File: src/core/sto_monitor_pkg.sv
package sto_monitor_pkg;

	// ==========================================================
	// Channel decode and states
	typedef enum logic [4:0] {
		ST_READY    = 5'h01,
		ST_CUTOFF   = 5'h02,
		ST_CH1FAULT = 5'h04,
		ST_CH2FAULT = 5'h08,
		ST_DUALFLT  = 5'h10
	} stoState_t;

	// ==========================================================
	// Fault codes written into the history
	localparam logic [7:0] CODE_NONE    = 8'h00;
	localparam logic [7:0] CODE_CH1     = 8'h48; // 72
	localparam logic [7:0] CODE_CUTOFF  = 8'h4C; // 76
	localparam logic [7:0] CODE_CH2     = 8'h4D; // 77
	localparam logic [7:0] CODE_DUAL    = 8'h4E; // 78
	localparam int         HIST_DEPTH   = 6;

	// ==========================================================
	// Settings
	localparam logic       LATCH_ON        = 1'b0;
	localparam logic       LATCH_OFF       = 1'b1;
	localparam logic       RESTART_ON      = 1'b1;
	localparam logic [7:0] MFO_SAFE_NO     = 8'h42; // 66
	localparam logic [7:0] MFO_SAFE_NC     = 8'h44; // 68
	localparam logic       ALARM_LATCH_RST = 1'b0;
	localparam logic       RESTART_RST     = 1'b0;

	// ==========================================================
	// Carriers
	typedef struct packed {
		logic alarmLatchSetting;      // 0 latch, 1 self-clear
		logic restartAfterResetOption; // 1 resume on reset
		logic [7:0] multiFunctionOutputSelect;
	} stoConfig_t;

	typedef struct packed {
		logic newBoard;
		logic newCard;
		logic newFirmware;
	} hwCombo_t;

endpackage

File: src/core/safe_torque_off_monitor.sv
`timescale 1ns/100ps

// Function
// - With both channels high the block is ready and drives torque per run.
// - Ch1 only high is ch2 fault, ch2 only high is ch1 fault, none cutoff.
// - Both channels low stops output whatever the run command says.
// - A dual-channel fault mode is entered when both internal checks fail.
// - An open stop loop stops output and, unless a hardware-fault mode is held, raises the cutoff display flag.
// - With latch setting 0 the cutoff alarm holds until a reset command.
// - With latch setting 1 the cutoff alarm clears when its cause is gone.
// - All hardware-fault modes latch until reset, whatever the latch setting.
// - With restart option 1 a still-held run resumes at once after reset.
// - Select 66 makes the safety output open with no alarm, closed in any alarm mode.
// - Select 68 makes the safety output closed with no alarm, open in any alarm mode.
// - Entering cutoff logs code 76 in the fault history.
// - Ch1 fault logs 72, ch2 fault 77, dual fault 78.
// - The history holds six codes, newest first.
// - Mismatched board, card and firmware is flagged and blocks running.
module safe_torque_off_monitor #(
	parameter int DEPTH = sto_monitor_pkg::HIST_DEPTH
) (
	input  wire logic                        ref_clk,    // 50 MHz clock
	input  wire logic                        rst_n,      // Async reset
	input  wire logic                        enableChannelOneInput, // Pin
	input  wire logic                        enableChannelTwoInput, // Pin
	input  wire logic                        ch1CheckFail, // Internal test
	input  wire logic                        ch2CheckFail, // Internal test
	input  wire logic                        runCmd,     // Run/stop
	input  wire logic                        resetCmd,   // Alarm reset
	input  wire sto_monitor_pkg::stoConfig_t cfg,        // Settings
	input  wire sto_monitor_pkg::hwCombo_t   combo,      // Board/card/fw
	output logic                             torqueEnable, // Drive output
	output logic                             cutoffDisplay, // Keypad flag
	output logic                             safetyRelay, // 1 = closed
	output logic                             comboError, // Mismatch
	output sto_monitor_pkg::stoState_t       stoState,   // Present mode
	output logic [DEPTH-1:0][7:0]            faultHistory // [0] newest
);

	logic              rstSync1_r;
	logic              rstSync_r;
	logic              rstN;
	logic [1:0]        chSync;
	logic [1:0]        chkSync;
	logic              ch1;
	logic              ch2;
	logic              cutoffAlarm_r;
	logic              hwFault_r;
	sto_monitor_pkg::stoState_t liveState;
	sto_monitor_pkg::stoState_t state_r;
	logic              alarmActive;
	logic              runPrev_r;
	logic              runArmed_r;
	logic              newEntry;
	logic [7:0]        newCode;
	logic              isReady;

	// ==========================================================
	// Reset release
	always_ff @(posedge ref_clk or negedge rst_n) begin
		if (!rst_n) begin
			rstSync1_r <= 1'b0;
			rstSync_r  <= 1'b0;
		end else begin
			rstSync1_r <= 1'b1;
			rstSync_r  <= rstSync1_r;
		end
	end
	assign rstN = rstSync_r;

	// ==========================================================
	// Pin synchronisers; inputs idle low so reset reads as cutoff
	sto_input_sync #(.WIDTH(2), .RESET_VAL(1'b0)) uChSync (
		.clk     (ref_clk),
		.rstN    (rstN),
		.asyncIn ({enableChannelTwoInput, enableChannelOneInput}),
		.syncOut (chSync)
	);
	assign ch1 = chSync[0];
	assign ch2 = chSync[1];
	assign chkSync = {ch2CheckFail, ch1CheckFail}; // Same-clock checks

	// ==========================================================
	// Channel decode, dual internal fault dominates
	always_comb begin
		if (chkSync[0] && chkSync[1]) begin
			liveState = sto_monitor_pkg::ST_DUALFLT;
		end else if (chkSync[0]) begin
			liveState = sto_monitor_pkg::ST_CH1FAULT;
		end else if (chkSync[1]) begin
			liveState = sto_monitor_pkg::ST_CH2FAULT;
		end else begin
			unique case ({ch2, ch1})
				2'h3: liveState = sto_monitor_pkg::ST_READY;
				2'h1: liveState = sto_monitor_pkg::ST_CH2FAULT;
				2'h2: liveState = sto_monitor_pkg::ST_CH1FAULT;
				2'h0: liveState = sto_monitor_pkg::ST_CUTOFF;
			endcase
		end
	end

	// ==========================================================
	// Held mode: faults latch, cutoff latches per setting
	always_ff @(posedge ref_clk or negedge rstN) begin
		if (!rstN) begin
			state_r <= sto_monitor_pkg::ST_CUTOFF;
		end else if (liveState != sto_monitor_pkg::ST_READY) begin
			// Hardware faults outrank a held cutoff; new cause wins reset
			if (!hwFault_r || liveState != sto_monitor_pkg::ST_CUTOFF) begin
				state_r <= liveState;
			end
		end else if (hwFault_r) begin
			if (resetCmd) begin
				state_r <= sto_monitor_pkg::ST_READY;
			end
		end else if (cutoffAlarm_r) begin
			if (resetCmd ||
			    cfg.alarmLatchSetting == sto_monitor_pkg::LATCH_OFF) begin
				state_r <= sto_monitor_pkg::ST_READY;
			end
		end
	end

	assign hwFault_r     = state_r != sto_monitor_pkg::ST_READY &&
	                       state_r != sto_monitor_pkg::ST_CUTOFF;
	assign cutoffAlarm_r = state_r == sto_monitor_pkg::ST_CUTOFF;
	assign alarmActive   = state_r != sto_monitor_pkg::ST_READY;
	assign stoState      = state_r;
	assign isReady       = !alarmActive && !comboError;

	// ==========================================================
	// Run arming: after any alarm, a fresh run edge is needed unless
	// restart is enabled; this stops a stuck run line from restarting.
	always_ff @(posedge ref_clk or negedge rstN) begin
		if (!rstN) begin
			runPrev_r  <= 1'b0;
			runArmed_r <= 1'b0;
		end else begin
			runPrev_r <= runCmd;
			if (alarmActive) begin
				runArmed_r <= cfg.restartAfterResetOption ==
				              sto_monitor_pkg::RESTART_ON;
			end else if (runCmd && !runPrev_r) begin
				runArmed_r <= 1'b1;
			end
		end
	end

	// Torque output and indications
	always_ff @(posedge ref_clk or negedge rstN) begin
		if (!rstN) begin
			torqueEnable  <= 1'b0;
			cutoffDisplay <= 1'b0;
			safetyRelay   <= 1'b0;
		end else begin
			// Live decode gates too, so a cut bites before the latch
			torqueEnable <= isReady && runCmd && runArmed_r &&
			                liveState == sto_monitor_pkg::ST_READY;
			cutoffDisplay <= cutoffAlarm_r;
			unique case (cfg.multiFunctionOutputSelect)
				sto_monitor_pkg::MFO_SAFE_NO: safetyRelay <= alarmActive;
				sto_monitor_pkg::MFO_SAFE_NC: safetyRelay <= !alarmActive;
				default:                      safetyRelay <= 1'b0;
			endcase
		end
	end

	// ==========================================================
	// Board, card and firmware check
	always_ff @(posedge ref_clk or negedge rstN) begin
		if (!rstN) begin
			comboError <= 1'b0;
		end else begin
			comboError <= !((!combo.newBoard && !combo.newCard) ||
			               (combo.newBoard && combo.newCard &&
			                combo.newFirmware));
		end
	end

	// ==========================================================
	// Fault history: log on entering a new alarm mode
	always_comb begin
		newEntry = liveState != sto_monitor_pkg::ST_READY &&
		           liveState != state_r &&
		           !(hwFault_r && liveState == sto_monitor_pkg::ST_CUTOFF);
		unique case (liveState)
			sto_monitor_pkg::ST_CUTOFF:   newCode = sto_monitor_pkg::CODE_CUTOFF;
			sto_monitor_pkg::ST_CH1FAULT: newCode = sto_monitor_pkg::CODE_CH1;
			sto_monitor_pkg::ST_CH2FAULT: newCode = sto_monitor_pkg::CODE_CH2;
			sto_monitor_pkg::ST_DUALFLT:  newCode = sto_monitor_pkg::CODE_DUAL;
			default:                      newCode = sto_monitor_pkg::CODE_NONE;
		endcase
	end

	always_ff @(posedge ref_clk or negedge rstN) begin
		if (!rstN) begin
			faultHistory <= '0;
		end else if (newEntry) begin
			faultHistory <= {faultHistory[DEPTH-2:0], newCode};
		end
	end

	// ==========================================================
	// Checks
	property p_cutoffStops;
		@(posedge ref_clk) disable iff (!rstN)
		(liveState == sto_monitor_pkg::ST_CUTOFF) |=> !torqueEnable;
	endproperty
	a_cutoffStops: assert property (p_cutoffStops) else $error("torque on in cutoff");

	property p_readyRuns;
		@(posedge ref_clk) disable iff (!rstN)
		(isReady && runCmd && runArmed_r &&
		 liveState == sto_monitor_pkg::ST_READY) |=> torqueEnable;
	endproperty
	a_readyRuns: assert property (p_readyRuns) else $error("ready run not driven");

	property p_decode;
		@(posedge ref_clk) disable iff (!rstN)
		(!chkSync[0] && !chkSync[1] && ch1 && !ch2) |->
		liveState == sto_monitor_pkg::ST_CH2FAULT;
	endproperty
	a_decode: assert property (p_decode) else $error("bad channel decode");

	property p_dual;
		@(posedge ref_clk) disable iff (!rstN)
		(chkSync == 2'h3) |=> state_r == sto_monitor_pkg::ST_DUALFLT;
	endproperty
	a_dual: assert property (p_dual) else $error("dual fault missed");

	property p_latch;
		@(posedge ref_clk) disable iff (!rstN)
		(cutoffAlarm_r && !resetCmd &&
		 cfg.alarmLatchSetting == sto_monitor_pkg::LATCH_ON)
		|=> cutoffAlarm_r;
	endproperty
	a_latch: assert property (p_latch) else $error("cutoff alarm dropped");

	property p_noLatch;
		@(posedge ref_clk) disable iff (!rstN)
		(cutoffAlarm_r &&
		 cfg.alarmLatchSetting == sto_monitor_pkg::LATCH_OFF &&
		 liveState == sto_monitor_pkg::ST_READY) |=> !alarmActive;
	endproperty
	a_noLatch: assert property (p_noLatch) else $error("no self clear");

	property p_hwLatch;
		@(posedge ref_clk) disable iff (!rstN)
		(hwFault_r && !resetCmd) |=> hwFault_r;
	endproperty
	a_hwLatch: assert property (p_hwLatch) else $error("fault dropped");

	property p_relayNo;
		@(posedge ref_clk) disable iff (!rstN)
		(cfg.multiFunctionOutputSelect == sto_monitor_pkg::MFO_SAFE_NO) ##1
		(cfg.multiFunctionOutputSelect == sto_monitor_pkg::MFO_SAFE_NO) |->
		safetyRelay == $past(alarmActive);
	endproperty
	a_relayNo: assert property (p_relayNo) else $error("relay state wrong");

	property p_logCutoff;
		@(posedge ref_clk) disable iff (!rstN)
		(newEntry && liveState == sto_monitor_pkg::ST_CUTOFF) |=>
		faultHistory[0] == sto_monitor_pkg::CODE_CUTOFF;
	endproperty
	a_logCutoff: assert property (p_logCutoff) else $error("code not logged");

	c_cutoff: cover property (@(posedge ref_clk) disable iff (!rstN)
		cutoffAlarm_r ##1 !alarmActive);
	c_dual:   cover property (@(posedge ref_clk) disable iff (!rstN)
		state_r == sto_monitor_pkg::ST_DUALFLT);
	c_run:    cover property (@(posedge ref_clk) disable iff (!rstN)
		torqueEnable);

endmodule

File: src/core/sto_input_sync.sv
`timescale 1ns/100ps

// Three-stage synchroniser; a change is taken once stages two and three
// agree, so a single-cycle glitch on stage two never reaches the output.
module sto_input_sync #(
	parameter int   WIDTH = 2,
	parameter logic RESET_VAL = 1'b0
) (
	input  wire logic             clk,      // Core clock
	input  wire logic             rstN,     // Synchronised reset
	input  wire logic [WIDTH-1:0] asyncIn,  // Raw pins
	output logic      [WIDTH-1:0] syncOut   // Filtered level
);

	logic [WIDTH-1:0] meta_r;
	logic [WIDTH-1:0] stage2_r;
	logic [WIDTH-1:0] stage3_r;

	// ==========================================================
	// Synchroniser chain
	always_ff @(posedge clk or negedge rstN) begin
		if (!rstN) begin
			meta_r   <= {WIDTH{RESET_VAL}};
			stage2_r <= {WIDTH{RESET_VAL}};
			stage3_r <= {WIDTH{RESET_VAL}};
		end else begin
			meta_r   <= asyncIn;
			stage2_r <= meta_r;
			stage3_r <= stage2_r;
		end
	end

	// Per-bit agreement filter
	genvar i;
	generate
		for (i = 0; i < WIDTH; i++) begin : g_bit
			always_ff @(posedge clk or negedge rstN) begin
				if (!rstN) begin
					syncOut[i] <= RESET_VAL;
				end else if (stage2_r[i] == stage3_r[i]) begin
					syncOut[i] <= stage3_r[i];
				end
			end
		end
	endgenerate

endmodule

File: config.mk
export PLATFORM = sky130hd
export DESIGN_NAME = safe_torque_off_monitor
export DESIGN_NICKNAME = d
export VERILOG_FILES = /design/src/core/sto_monitor_pkg.sv /design/src/core/safe_torque_off_monitor.sv /design/src/core/sto_input_sync.sv
export SDC_FILE = /design/constraint.sdc
export NUM_CORES = 1
export LEC_CHECK = 0
export ABC_CLOCK_PERIOD_IN_PS = 2900
export CORE_MARGIN = 10
export CORE_UTILIZATION = 55
export DETAILED_ROUTE_END_ITERATION = 8
export DONT_BUFFER_PORTS = 1
export MAX_ROUTING_LAYER = met4
export PLACE_DENSITY = 0.67
export SLEW_MARGIN = 15
export SYNTH_ARGS = -nofsm -noshare
export SYNTH_HDL_FRONTEND = slang
export SYNTH_SLANG_ARGS = --single-unit
export TNS_END_PERCENT = 30
File: constraint.sdc
create_clock -name ref_clk -period 2.9 [get_ports ref_clk]
set_input_delay 0.725 -clock ref_clk [delete_from_list [all_inputs] [get_ports ref_clk]]
set_output_delay 0.725 -clock ref_clk [all_outputs]
set_load 0.02 [all_outputs]
==> results of run 1 <==
-- worst max-delay path by stage --
stage	from	end	slack, ns
floorplan	ch2CheckFail	faultHistory[16]$_DFFE_PN0P_	0.25
global placement	ch2CheckFail	faultHistory[33]$_DFFE_PN0P_	0.29
detailed placement	ch2CheckFail	faultHistory[40]$_DFFE_PN0P_	0.24
CTS	stoState[1]$_DFFE_PN1P_	faultHistory[40]$_DFFE_PN0P_	0.33
global route	stoState[1]$_DFFE_PN1P_	faultHistory[11]$_DFFE_PN0P_	0.24
finish	stoState[1]$_DFFE_PN1P_	faultHistory[40]$_DFFE_PN0P_	0.34
-- per-stage QoR --
stage          cell area, µm²  power, mW  cells  hold slack, ns
2_1_floorplan            2162      1.155    188          0.3312
3_3_place_gp             2017      1.175    206          0.3335
3_5_place_dp             2017      1.196    206          0.3363
4_1_cts                  2132      1.663    214          0.1053
5_1_grt                  2132      1.724    214         0.09198
6_report                 2132      1.649    214          0.1120
-- worst max-delay path, stage by stage (launching register included) --
cell and delay [ns]:
dfstp_2 0.68, or4b_4 0.50, a221oi_2 0.23, a31oi_1 0.10, o311ai_4 0.35, buf_12 0.23, mux2_1 0.35
-- kinds of logic after synthesis --
logic type                 synth area share (%)
AOI/OAI and AO/OA                         8.349
xor gates and xnor gates                  1.252
adders and majority gates                0.9541
buffers and inverters                     12.58
DFF                                       53.73
muxes                                     13.00
other                                    0.3579
and+or+nand+nor                           9.779
-- cells in the final DEF, fill, tap and decap left out, types with 5 or more instances in the layout --
cell type / instances
o21ai_0: 6
clkbuf_8: 5
dfrtp_1: 43
conb_1: 19
mux2_1: 6
nand2_1: 6
mux2_4: 10
nor2_1: 5
a21oi_1: 5
inv_1: 8
-- routing by layer --
layer	vias up	track usage, %
li1	535	-
met5	-	-
met3	7	6.441
met1	580	13.07
met4	0	4.592
met2	62	19.59
-- Yosys cell counts (4+ instances only) --
master | count | area, µm²
nand2_1 | 6 | 22.52
o21ai_0 | 6 | 30.03
nor2_1 | 5 | 18.77
nand2b_1 | 4 | 25.02
dfrtp_1 | 44 | 1101
mux2_1 | 6 | 67.56
mux2_4 | 10 | 150.1
nor4_1 | 4 | 25.02
buf_4 | 24 | 180.2
mux2_2 | 4 | 45.04
inv_1 | 8 | 30.03
clkbuf_1 | 4 | 15.01
a21oi_1 | 5 | 25.02
-- registers in the layout, summed over array words and instances (netlist names), 2 cells and up --
register	count
uChSync.syncOut	2
uChSync.stage3_r	2
faultHistory	24
uChSync.stage2_r	2
stoState	5
uChSync.meta_r	2
-- final cells by class --
class / instances / share of cell area [%]
Tap cell: 48 / 2.817
Clock buffer: 5 / 3.228
Inverter: 8 / 1.408
Sequential cell: 45 / 52.93
Timing Repair Buffer: 2 / 1.291
Clock inverter: 3 / 2.171
Multi-Input combinational cell: 103 / 36.15
-- report_power, final --
group | switching, mW | internal [mW] | total, mW
Clock | 0.215 | 0.258 | 0.473
Sequential | 0.224 | 0.726 | 0.950
Combinational | 0.0956 | 0.130 | 0.226
==> reports/qor.csv, run 1 <==
metric,value,unit
GRT overflow,0,
IO Port Bufs,0,
Multi-input gate area,770.7,µm²
dpl ws,0.2419,ns
via count,1184,
pin count of the biggest net entering global routing,44,
clk root buf,clkbuf_8,
WL met2,1994,µm
drc violations,0,
"FF+latch count, synth",45,
Post-DP HPWL,3033,µm
Clock Latency Late Sink,0.31,ns
CP Max Fanout,24,
Reg2Reg Setup Slack,0.34,ns
synth unique cells,41,
ant diodes,0,
Sink Count,45,
H-tree depth,2,
highest clock rate,0.3911,GHz
status,"complete, no violations",
M1 WL,1434,µm
Leakage,0.8972,nW
Worst Setup Start Kind,register,
Final Slew Violations,0,
Die Width,81.77,µm
Slew HR,40.79,%
total die area,6686,µm²
Die Y,81.77,µm
PnR worst setup slack,0.3434,ns
ys async rst share,100.0,%
"Seq/Total Area, Yosys",53.73,%
vias per std cell,5.533,
Num CTS Buffers,5,
average wire per standard cell,18.79,µm
Post-CTS Setup Inserts,0,
reg2reg path depth,6,
first-pass GRT wire length,6216,µm
initial core utilization,56.89,%
R2R Path End,faultHistory[40]$_DFFE_PN0P_,
RSZ-0062 raised after global routing,false,
Worst Setup Path Type,reg2reg,
Final setup violation count,0,
vias in the first global route,1199,
Total GRT Usage,12.43,%
yosys warns,0,
Max Cap Viol,0,
synthesized instance count,171,
DRT iter0 DRCs,52,
core area,3689,µm²
initial antenna violation count,0,
period utilization,88.16,%
power per cell area,773.3,nW/µm²
top sig layer,met4,
Site Rows,22,
post-cts resize count,0,
Area Overhead vs Synth,1.610,%
gpl congestion,0.7711,
clk buf depth,2,
clock slew at reported path FFs,0.09,ns
CTS tree,yes,
Detailed Route WL,4022,µm
Worst EP required,3.09,ns
Worst Hold Class,in2async,
Worst Tran Pin Value,0.8882,ns
setup TNS,0,ns
Synth Cell Area,2098,µm²
sequential cell area,1129,µm²
post-layout util,57.80,%
Clock Skew,0.009317,ns
"EDFF count, synth",0,
Crit Reg-Reg Startpoint,stoState[1]$_DFFE_PN1P_,
Final nets,186,
final worst path period need,2.557,ns
IO Count,78,
worst path arrival time,2.75,ns
Main synth FF type,dfrtp_1,
Routed Antenna Nets,0,
DR WL met3,531,µm
DR pass1 iterations,4,
"Hold-fix buffers, CTS",0,
# fillers,302,
layout cell share with drive strength beyond 1,17.47,%
Final Hold Viols,0,
Peak VDD IR,0.3718,mV
Mean Syn Cell Area,12.27,µm²
Critical Path End Type,register,
Power figures use the tool's default switching activity.
==> run 2, diff against run 1 <==
==> constraint.sdc (replaced) <==
create_clock -name ref_clk -period 2.9 [get_ports ref_clk]
set_input_delay 0.58 -clock ref_clk [delete_from_list [all_inputs] [get_ports ref_clk]]
set_output_delay 0.58 -clock ref_clk [all_outputs]
set_load 0.02 [all_outputs]
==> run 2 against run 1 <==
Compared with the run above:
- sequential share of layout area shrank 0.12 points
- worst hold slack gained 0.19 ns
- critical path type unchanged
- fmax shrank 1.9%
- combinational power shrank 3%
- core utilization grew 0.14 points
- largest cell class unchanged
- sequential power is essentially flat
- cell area grew 0.23%
- count of clock-buffer cells in the layout is the same
- clock skew grew 0.0020 ns
- critical endpoint is now faultHistory[33]$_DFFE_PN0P_
==> reports/qor.csv, run 2 (same netlist as run 1, synthesis figures left out) <==
metric,value,unit
Num CTS Buffers,5,
clk root buf,clkbuf_8,
vias in the first global route,1242,
Final Hold Viols,0,
Clock Skew,0.01132,ns
IO Count,78,
"commonest non-fill, non-tap cell in the layout",dfrtp_1,
Post-DP HPWL,2974,µm
period utilization,89.90,%
Worst Tran Pin Value,0.9171,ns
top sig layer,met4,
Detailed Route WL,4025,µm
CP Cell Sequence,"or4b_4, a221oi_2, a31oi_1, o311ai_4, buf_4, mux2_2",
share of total power in the clock network,28.7,%
ant diodes,0,
Post-Place Cell Area,2012,µm²
final cell count without fillers,216,
Leakage,0.9029,nW
Top reg by flops,faultHistory,
gpl congestion,0.7955,
status,"complete, no violations",
drc violations,0,
slowest library cell on the worst path,dfstp_2,
combinational power share,13.4,%
Peak VDD IR,0.4397,mV
worst path buffer plus inverter count,1,
CTS tree,yes,
RSZ-0062 raised after global routing,false,
Area Overhead vs Synth,1.849,%
Seq pwr share,57.9,%
Total GRT Usage,12.39,%
M1 WL,1530,µm
Die Y,81.77,µm
highest clock rate,0.3836,GHz
IO Port Bufs,0,
worst path arrival time,2.80,ns
GRT overflow,0,
first-pass GRT wire length,6175,µm
Post-CTS Setup Inserts,0,
internal power,1.112,mW
Worst Setup Start Kind,register,
CP Max Fanout,13,
total die area,6686,µm²
sequential cell area,1129,µm²
Multi-input gate area,770.7,µm²
post-layout util,57.94,%
DR pass1 iterations,4,
clock slew at reported path FFs,0.09,ns
Sink Count,45,
largest stage delay on the critical path,0.69,ns
average wire per standard cell,18.63,µm
layout cell share with drive strength beyond 1,17.86,%
via count,1206,
"commonest non-fill, non-tap cells in the layout","43 x dfrtp_1, 19 x conb_1, 10 x mux2_4, 8 x inv_1",
Site Rows,22,
Slew HR,38.86,%
Die Width,81.77,µm
Critical Path End Type,register,
power per cell area,768.3,nW/µm²
DR WL met3,526,µm
core area,3689,µm²
family with the most delay on the worst path,compound AO/OA/AOI/OAI gates,
Clock Latency Late Sink,0.30,ns
post-cts resize count,0,
smallest hold slack,0.3043,ns
Worst EP required,3.10,ns
initial core utilization,56.89,%
Routed Antenna Nets,0,
H-tree depth,2,
Largest register FFs,24,
initial antenna violation count,0,
"Design Area, Final",2137,µm²
vias per std cell,5.583,
final worst path period need,2.607,ns
WL met2,1903,µm
Switching Share,32.30,%
Final nets,188,
Worst Hold Class,in2reg,
setup TNS,0,ns
Max Cap Viol,0,
clk buf depth,2,
# fillers,311,
pin count of the biggest net entering global routing,44,
switching power,0.5303,mW
Worst Setup Path Type,reg2reg,
placed cells,207,
Final Slew Violations,0,
Final setup violation count,0,
DRT iter0 DRCs,75,
-- run 2: changes by cell type in the layout (fill, tap and decap cells not counted), sizes merged --
cell         delta
buf             +1
dlygate4sd3     +1
-- run 2: cell type report --
cell class / count / share of cell area (%)
clock buffer: 5 / 3.220
clock inverter: 3 / 2.166
inverter: 8 / 1.405
multi-input combinational: 103 / 36.07
sequential: 45 / 52.81
tap: 48 / 2.810
timing repair buffer: 4 / 1.522
-- run 2: per-layer routing --
| metal | GRT usage [%] | vias to the layer above |
|---|---|---|
| li1 | - | 537 |
| met1 | 12.88 | 596 |
| met2 | 19.20 | 68 |
| met3 | 6.878 | 5 |
| met4 | 4.932 | 0 |
| met5 | - | - |
-- run 2: stage by stage --
stage | setup WS, ns | power (mW)
floorplan | 0.2912 | 1.155
global placement | 0.3641 | 1.173
detailed placement | 0.2971 | 1.190
CTS | 0.2932 | 1.665
global route | 0.1565 | 1.722
finish | 0.2928 | 1.642
-- run 2: path summary, 6_finish.rpt --
check                      slack [ns]               startpoint                            to  cells past startpoint
setup / recovery                 0.29  stoState[1]$_DFFE_PN1P_  faultHistory[33]$_DFFE_PN0P_                      6
hold / removal                   0.30    enableChannelTwoInput   uChSync.meta_r[1]$_DFF_PN0_                      0
setup reg to reg                 0.29  stoState[1]$_DFFE_PN1P_  faultHistory[33]$_DFFE_PN0P_                      6
hold reg to reg                  0.35     rstSync1_r$_DFF_PN0_                rstN$_DFF_PN0_                      0
max in group asynchronous        1.91           rstN$_DFF_PN0_         safetyRelay$_DFF_PN0_                      0
min in group asynchronous        0.41           rstN$_DFF_PN0_   faultHistory[8]$_DFFE_PN0P_                      0
-- run 2: worst reg2reg max path, cell delays in order, from the launching register on --
cell and delay (ns):
dfstp_2 0.69, or4b_4 0.50, a221oi_2 0.25, a31oi_1 0.12
o311ai_4 0.33, buf_4 0.27, mux2_2 0.35
-- run 2: power groups by stage --
stage | Combinational, mW | Sequential, mW | Clock (mW)
floorplan | 0.231 | 0.924 | 0
global route | 0.243 | 0.972 | 0.508
CTS | 0.222 | 0.957 | 0.486
finish | 0.220 | 0.950 | 0.471
global placement | 0.212 | 0.961 | 0
detailed placement | 0.220 | 0.970 | 0
-- run 2: timing repair --
item	CTS	global route
hold endpoints to repair	2	0
setup endpoints to repair	0	0
hold buffers	1	0
